`config.mk`:
```
export PLATFORM = sky130hd
export DESIGN_NAME = cir_clock_irq_reset
export DESIGN_NICKNAME = d
export VERILOG_FILES = /design/src/logic/cir_pkg.sv /design/src/logic/cir_flag_cell.sv /design/src/logic/cir_apb_decode.sv /design/src/logic/cir_clock_irq_reset.sv
export SDC_FILE = /design/constraint.sdc
export NUM_CORES = 1
export LEC_CHECK = 0
export ABC_CLOCK_PERIOD_IN_PS = 2000
export BUFFER_PORTS_ARGS = -buffer_cell sky130_fd_sc_hd__buf_2
export CAP_MARGIN = 30
export CORE_MARGIN = 2
export CORE_UTILIZATION = 51
export DETAILED_ROUTE_END_ITERATION = 10
export PLACE_DENSITY = 0.8
export SLEW_MARGIN = 15
export SYNTH_ARGS = -nofsm -noshare
export SYNTH_HDL_FRONTEND = slang
export SYNTH_HIERARCHICAL = 1
export SYNTH_SLANG_ARGS = --single-unit
```
`constraint.sdc`:
```
create_clock -name pclk -period 2 [get_ports pclk]
set_input_delay 0.4 -clock pclk [delete_from_list [all_inputs] [get_ports pclk]]
set_output_delay 0.4 -clock pclk [all_outputs]
set_load 0.05 [all_outputs]
```
`src/logic/cir_pkg.sv`:
```
`default_nettype none
package cir_pkg;

    // ------------------------------------------------------------
    // Register map
    // ------------------------------------------------------------
    localparam int ADDR_W = 12;
    localparam logic [11:0] INT_REG_OFFS = 12'h008;
    localparam logic [11:0] RST_REG_OFFS = 12'h00C;

    // ------------------------------------------------------------
    // Clock interrupt register fields
    // ------------------------------------------------------------
    localparam int OSC_COUNT = 6;
    localparam int FLAG_LO = 0;
    localparam int STUCK_FLAG_POS = 7;
    localparam int IRQ_EN_LO = 8;
    localparam int CLEAR_LO = 16;
    localparam int STUCK_CLEAR_POS = 23;
    localparam logic [5:0] IRQ_EN_RESET = 6'h00;
    localparam logic [6:0] FLAG_RESET = 7'h00;

    // ------------------------------------------------------------
    // Secondary bus reset register fields
    // ------------------------------------------------------------
    localparam int HOLD_GP_C = 18;
    localparam int HOLD_GP_B = 17;
    localparam int HOLD_GP_A = 16;
    localparam int HOLD_XCVR = 14;
    localparam int HOLD_SPI = 12;
    localparam int HOLD_ADV = 11;
    localparam int HOLD_CONV = 9;
    localparam int HOLD_SYSCFG = 0;
    localparam logic [31:0] RST_RW_MASK = 32'h0007_5A01;
    localparam logic [31:0] RST_RESET_VAL = 32'h0000_0000;

    // Bit i of the packed form is flag bit i of the interrupt register.
    typedef struct packed {
        logic fast_rc_osc;
        logic pll;
        logic hs_crystal_osc;
        logic rc8_osc;
        logic ls_crystal_osc;
        logic slow_rc_osc;
    } cir_osc_t;

    typedef struct packed {
        logic gp_timer_c_hold;
        logic gp_timer_b_hold;
        logic gp_timer_a_hold;
        logic serial_xcvr_hold;
        logic serial_periph_hold;
        logic adv_timer_hold;
        logic converter_hold;
        logic syscfg_comparator_hold;
    } cir_hold_t;

endpackage : cir_pkg
`default_nettype wire

```
`src/logic/cir_flag_cell.sv`:
```
`timescale 1ns/10ps
`default_nettype none
module cir_flag_cell (
    // Clock and reset
    input wire logic pclk,
    input wire logic presetn,
    // Event source and control
    input wire logic raw_in,
    input wire logic enable,
    input wire logic clear,
    // Status
    output logic set_evt,
    output logic flag_q
);

    logic sync1_q;
    logic sync2_q;
    logic prev_q;
    logic flag_d;

    // ------------------------------------------------------------
    // Synchroniser and edge detect
    // ------------------------------------------------------------
    // The source level comes from another clock, so only the second
    // stage feeds the edge detector.
    always_ff @(posedge pclk or negedge presetn) begin
        if (!presetn) begin
            sync1_q <= 1'b0;
            sync2_q <= 1'b0;
            prev_q <= 1'b0;
            flag_q <= 1'b0;
        end else begin
            sync1_q <= raw_in;
            sync2_q <= sync1_q;
            prev_q <= sync2_q;
            flag_q <= flag_d;
        end
    end

    assign set_evt = sync2_q & ~prev_q & enable;
    // A new event in the clearing cycle keeps the flag set.
    assign flag_d = set_evt | (flag_q & ~clear);

endmodule : cir_flag_cell
`default_nettype wire

```
`src/logic/cir_apb_decode.sv`:
```
`timescale 1ns/10ps
`default_nettype none
module cir_apb_decode (
    // APB request
    input wire logic psel,
    input wire logic penable,
    input wire logic pwrite,
    input wire logic [11:0] paddr,
    // Decoded strobes
    output logic sel_int,
    output logic sel_rst,
    output logic wr_int,
    output logic wr_rst,
    output logic rd_setup,
    // APB answer
    output logic pready,
    output logic pslverr
);

    function automatic logic hit(input logic [11:0] addr, input logic [11:0] offs);
        hit = (addr[11:2] == offs[11:2]);
    endfunction : hit

    logic access;

    assign sel_int = hit(paddr, cir_pkg::INT_REG_OFFS);
    assign sel_rst = hit(paddr, cir_pkg::RST_REG_OFFS);
    assign access = psel & penable;
    assign wr_int = access & pwrite & sel_int;
    assign wr_rst = access & pwrite & sel_rst;
    assign rd_setup = psel & ~penable & ~pwrite;
    // Zero wait states; read data is staged in the setup cycle.
    assign pready = 1'b1;
    assign pslverr = access & ~(sel_int | sel_rst);

endmodule : cir_apb_decode
`default_nettype wire

```
`src/logic/cir_clock_irq_reset.sv`:
```
`timescale 1ns/10ps
`default_nettype none
// What this block does
// - A stuck high-speed crystal clock sets the stuck-clock flag at bit 7 of the interrupt register.
// - The stuck-clock flag is cleared only by writing 1 to its clear bit.
// - The fast RC stable flag at bit 5 sets only on a stable report while its enable is 1.
// - The PLL lock flag at bit 4 sets only on a lock report while its enable is 1.
// - The high-speed crystal stable flag at bit 3 sets when it becomes stable while enabled.
// - The 8 MHz RC stable flag at bit 2 sets when it becomes stable while enabled.
// - The low-speed crystal stable flag at bit 1 sets when it becomes stable while enabled.
// - The slow RC stable flag at bit 0 sets when it becomes stable while enabled.
// - Each stable flag holds until its own clear bit is written with 1, which returns it to 0 unless a new event sets it in that same cycle.
// - Bit 8 of the interrupt register is the read-write slow RC stable interrupt enable.
// - Bits 18 to 16 of the reset register hold the three general timers in reset while 1.
// - Bits 14, 12, 11 and 9 hold the transceiver, serial port, advanced timer and converter.
// - Bit 0 of the reset register holds system configuration and comparator in reset.
// - Reserved bits read as their reset value and software writes them unchanged.
module cir_clock_irq_reset (
    // Clock and reset
    input wire logic pclk,
    input wire logic presetn,
    // APB slave
    input wire logic psel,
    input wire logic penable,
    input wire logic pwrite,
    input wire logic [11:0] paddr,
    input wire logic [31:0] pwdata,
    output logic [31:0] prdata,
    output logic pready,
    output logic pslverr,
    // Oscillator status, asynchronous to pclk
    input wire cir_pkg::cir_osc_t osc_stable,
    input wire logic hs_crystal_stuck,
    // Peripheral reset holds and interrupt
    output cir_pkg::cir_hold_t periph_hold,
    output logic clk_irq
);

    // ------------------------------------------------------------
    // Bus decode
    // ------------------------------------------------------------
    logic sel_int;
    logic sel_rst;
    logic wr_int;
    logic wr_rst;
    logic rd_setup;

    cir_apb_decode u_decode (
        .psel(psel),
        .penable(penable),
        .pwrite(pwrite),
        .paddr(paddr),
        .sel_int(sel_int),
        .sel_rst(sel_rst),
        .wr_int(wr_int),
        .wr_rst(wr_rst),
        .rd_setup(rd_setup),
        .pready(pready),
        .pslverr(pslverr)
    );

    // ------------------------------------------------------------
    // Interrupt enables
    // ------------------------------------------------------------
    logic [5:0] irq_en_q;
    logic [5:0] irq_en_d;

    assign irq_en_d = wr_int ? pwdata[cir_pkg::IRQ_EN_LO +: cir_pkg::OSC_COUNT] : irq_en_q;

    always_ff @(posedge pclk or negedge presetn) begin
        if (!presetn) begin
            irq_en_q <= cir_pkg::IRQ_EN_RESET;
        end else begin
            irq_en_q <= irq_en_d;
        end
    end

    // ------------------------------------------------------------
    // Flags
    // ------------------------------------------------------------
    // Index 6 is the stuck-clock monitor; it has no enable of its own.
    logic [6:0] raw_vec;
    logic [6:0] en_vec;
    logic [6:0] clr_vec;
    logic [6:0] set_vec;
    logic [6:0] flag_q;

    assign raw_vec = {hs_crystal_stuck, osc_stable};
    assign en_vec = {1'b1, irq_en_q};
    // Only a written 1 clears; clear bits are never stored.
    assign clr_vec[5:0] = wr_int ? pwdata[cir_pkg::CLEAR_LO +: cir_pkg::OSC_COUNT] : 6'h00;
    assign clr_vec[6] = wr_int & pwdata[cir_pkg::STUCK_CLEAR_POS];

    for (genvar i = 0; i < 7; i++) begin : g_flag
        cir_flag_cell u_flag (
            .pclk(pclk),
            .presetn(presetn),
            .raw_in(raw_vec[i]),
            .enable(en_vec[i]),
            .clear(clr_vec[i]),
            .set_evt(set_vec[i]),
            .flag_q(flag_q[i])
        );
    end

    assign clk_irq = |flag_q;

    // ------------------------------------------------------------
    // Secondary bus reset register
    // ------------------------------------------------------------
    logic [31:0] rst_q;
    logic [31:0] rst_d;

    // Reserved bits are masked so they always read back as reset value.
    assign rst_d = wr_rst ? (pwdata & cir_pkg::RST_RW_MASK) : rst_q;

    always_ff @(posedge pclk or negedge presetn) begin
        if (!presetn) begin
            rst_q <= cir_pkg::RST_RESET_VAL;
        end else begin
            rst_q <= rst_d;
        end
    end

    assign periph_hold.gp_timer_c_hold = rst_q[cir_pkg::HOLD_GP_C];
    assign periph_hold.gp_timer_b_hold = rst_q[cir_pkg::HOLD_GP_B];
    assign periph_hold.gp_timer_a_hold = rst_q[cir_pkg::HOLD_GP_A];
    assign periph_hold.serial_xcvr_hold = rst_q[cir_pkg::HOLD_XCVR];
    assign periph_hold.serial_periph_hold = rst_q[cir_pkg::HOLD_SPI];
    assign periph_hold.adv_timer_hold = rst_q[cir_pkg::HOLD_ADV];
    assign periph_hold.converter_hold = rst_q[cir_pkg::HOLD_CONV];
    assign periph_hold.syscfg_comparator_hold = rst_q[cir_pkg::HOLD_SYSCFG];

    // ------------------------------------------------------------
    // Read path
    // ------------------------------------------------------------
    // Bit 6 and all clear bits read as 0.
    logic [31:0] int_rd;
    logic [31:0] rd_sel;
    logic [31:0] prdata_q;
    logic [31:0] prdata_d;

    assign int_rd = {16'h0000, 2'b00, irq_en_q, flag_q[6], 1'b0, flag_q[5:0]};
    assign rd_sel = sel_int ? int_rd : (sel_rst ? rst_q : 32'h0000_0000);
    assign prdata_d = rd_setup ? rd_sel : prdata_q;

    // Staging in the setup cycle keeps prdata on a flop with no wait state.
    always_ff @(posedge pclk or negedge presetn) begin
        if (!presetn) begin
            prdata_q <= 32'h0000_0000;
        end else begin
            prdata_q <= prdata_d;
        end
    end

    assign prdata = prdata_q;
endmodule : cir_clock_irq_reset
`default_nettype wire

```
==> impl_metrics.tcl <==
set metrics [dict create \
    track_usage 0.170 \
    post-route-util 0.637 \
    first_global_vias 1511 \
    power.share.sequential 0.491 \
    clk_latency_ns 0.34 \
    first_pass_iters 4 \
    fp-row-count 25 \
    hp-class "primary input to asynchronous set/reset pin" \
    wirelength_mm 4.18 \
    start_kind "primary input" \
    die_h_um 73.1 \
    core-area_um2 4660 \
    postCtsSetupRepairBufs 0 \
    io_buffers 63 \
    drc_errors 0 \
    place_area_um2 2770 \
    r2r-end "irq_en_q[3]" \
    clkPwrFrac 0.414 \
    hold_buffers 0 \
    p_switching_w 0.000649 \
    gp_congestion 0.713 \
    maxCapViolations 0 \
    grt_max_degree 40 \
    cts_tree "yes" \
    outcome "completed" \
    vias_per_cell 4.86 \
    numCtsBuffers 9 \
    hold_viol 0 \
    area_growth_pct 22.0 \
    dp_cells 317 \
    finalCritPeriodShare 0.979 \
    postSynthAreaPerCell_um2 12.2 \
    ctsRootBufferMaster "clkbuf_8" \
    crit_fanout 5 \
    clkTransAtPathRegs_ns 0.06 \
    power.density_nw_per_um2 855 \
    first_iter_violations 90 \
    cp_data_required_time_ns 1.60 \
    instances_no_fill 333 \
    drtAntennaViolNets 0 \
    slowest_delay_ns 0.57 \
    swShare 0.256 \
    overflow 0 \
    wl_per_cell_um 12.5 \
    tns_ns 0 \
    min_period_ns 1.96 \
    io_pins 99 \
    p_int_w 0.00189 \
    grt_pass1_wl_mm 6.62 \
    clock.fmax_ghz 0.511 \
    num_vias 1617 \
    combPwrFrac 0.095 \
    cts_resized 0 \
    dp_hpwl_mm 2.98 \
    antenna_cells 0 \
    syn_area_um2 2430 \
    crit_path_frequent_cell "buf_2" \
    die_w_um 73.1 \
    fin_worst_skew_ns 0.00726 \
    path_class "primary input to output port" \
    layout-drive-gt1-share 0.441 \
    final_cell_area_um2 2970 \
    max-vdd-ir-drop_mv 0.478 \
    cp_slowest_cell "or4_4" \
    finalSetupViolCount 0 \
    dieArea_um2 5340 \
    p_total_w 0.00254 \
    synthCells 200 \
    final_nets 330 \
    leakagePower_nw 1.49 \
    endpoint_kind "output port" \
    initial_core_util 0.522 \
    yosys_warnings 6 \
    r2r_start "irq_en_q[3]" \
    rsz0062_at_grt "no" \
    htree_levels 3 \
    worstPathArrival_ns 1.56 \
    worstRegToRegCells 1 \
    cts_sinks 59 \
    cts_buffer_depth 2 \
    ff2ff_setup_slack_ns 1.21 \
    antenna_found_initial 0 \
    slew_viol_final 0 \
    path_cells "buf_2 > or4_4 > o31a_1 > buf_2" \
]
how the worst max path moves through the flow:
stage | endpoint | slack (ns) | cells past startpoint | from
floorplan | irq_en_q[2] | 0.01 | 4 | paddr[11]
global placement | rst_q[14] | -0.11 | 5 | paddr[11]
detailed placement | rst_q[14] | -0.13 | 5 | paddr[11]
global route | pslverr | 0.002 | 4 | paddr[11]
finish | pslverr | 0.04 | 4 | paddr[11]
CTS | pslverr | 0.04 | 4 | paddr[11]
cells in the final DEF (no fill, tap or decap), types with 2 or more instances in the layout:
master,n
mux2_4,3
clkbuf_8,10
o22ai_1,4
o22ai_2,7
a31oi_1,4
o21ai_1,2
conb_1,17
nor2_1,4
clkinv_2,3
buf_4,9
mux2_2,11
nor4_2,3
and2_2,7
nor4_1,2
inv_1,21
o21ai_0,7
buf_2,63
nand3b_1,4
nand3_1,9
nand2_1,16
dfrtp_1,59
registers in the layout (all words and copies together) (netlist names):
name,flops
g_flag.u_flag/sync1_q,7
rst_q,8
prdata,17
irq_en_q,6
g_flag.u_flag/sync2_q,7
g_flag.u_flag/flag_q,7
g_flag.u_flag/prev_q,7
layout make-up:
class | instances | area (µm²)
repair buffers | 73 | 403
flip-flops and latches | 59 | 1480
clock inverters | 5 | 52.6
well taps | 54 | 67.6
fillers | 395 | 1690
inverters | 21 | 78.8
clock buffers | 11 | 141
multi-input cells | 110 | 748
critical path, delay by kind of cell:
family / cells / cell delay, ns
and+or+nand+nor: 1 / 0.57
buffers and inverters: 2 / 0.30
AOI/OAI and AO/OA: 1 / 0.29
per-layer routing:
layer	up-vias	wire, µm	global-route usage
met2	66	1900	0.256
li1	781	-	-
met4	0	59	0.0802
met1	765	1870	0.209
met3	5	349	0.0787
met5	-	0	0
power groups by stage:
stage          sequential (W)  clock [W]  combinational, W
5_1_grt               0.00125    0.00112          0.000260
6_report              0.00125    0.00105          0.000241
3_5_place_dp          0.00127          0          0.000243
3_3_place_gp          0.00127          0          0.000240
4_1_cts               0.00125    0.00108          0.000243
2_1_floorplan         0.00132          0          0.000130
metrics by stage:
stage	setup slack, ns	hold WS, ns
after detailed placement	-0.135	0.335
after global placement	-0.109	0.333
after global routing	0.00235	0.0514
after floorplan	0.0111	0.104
final	0.0417	0.0225
after CTS	0.0379	0.0277
(Power assumes the default switching activity.)
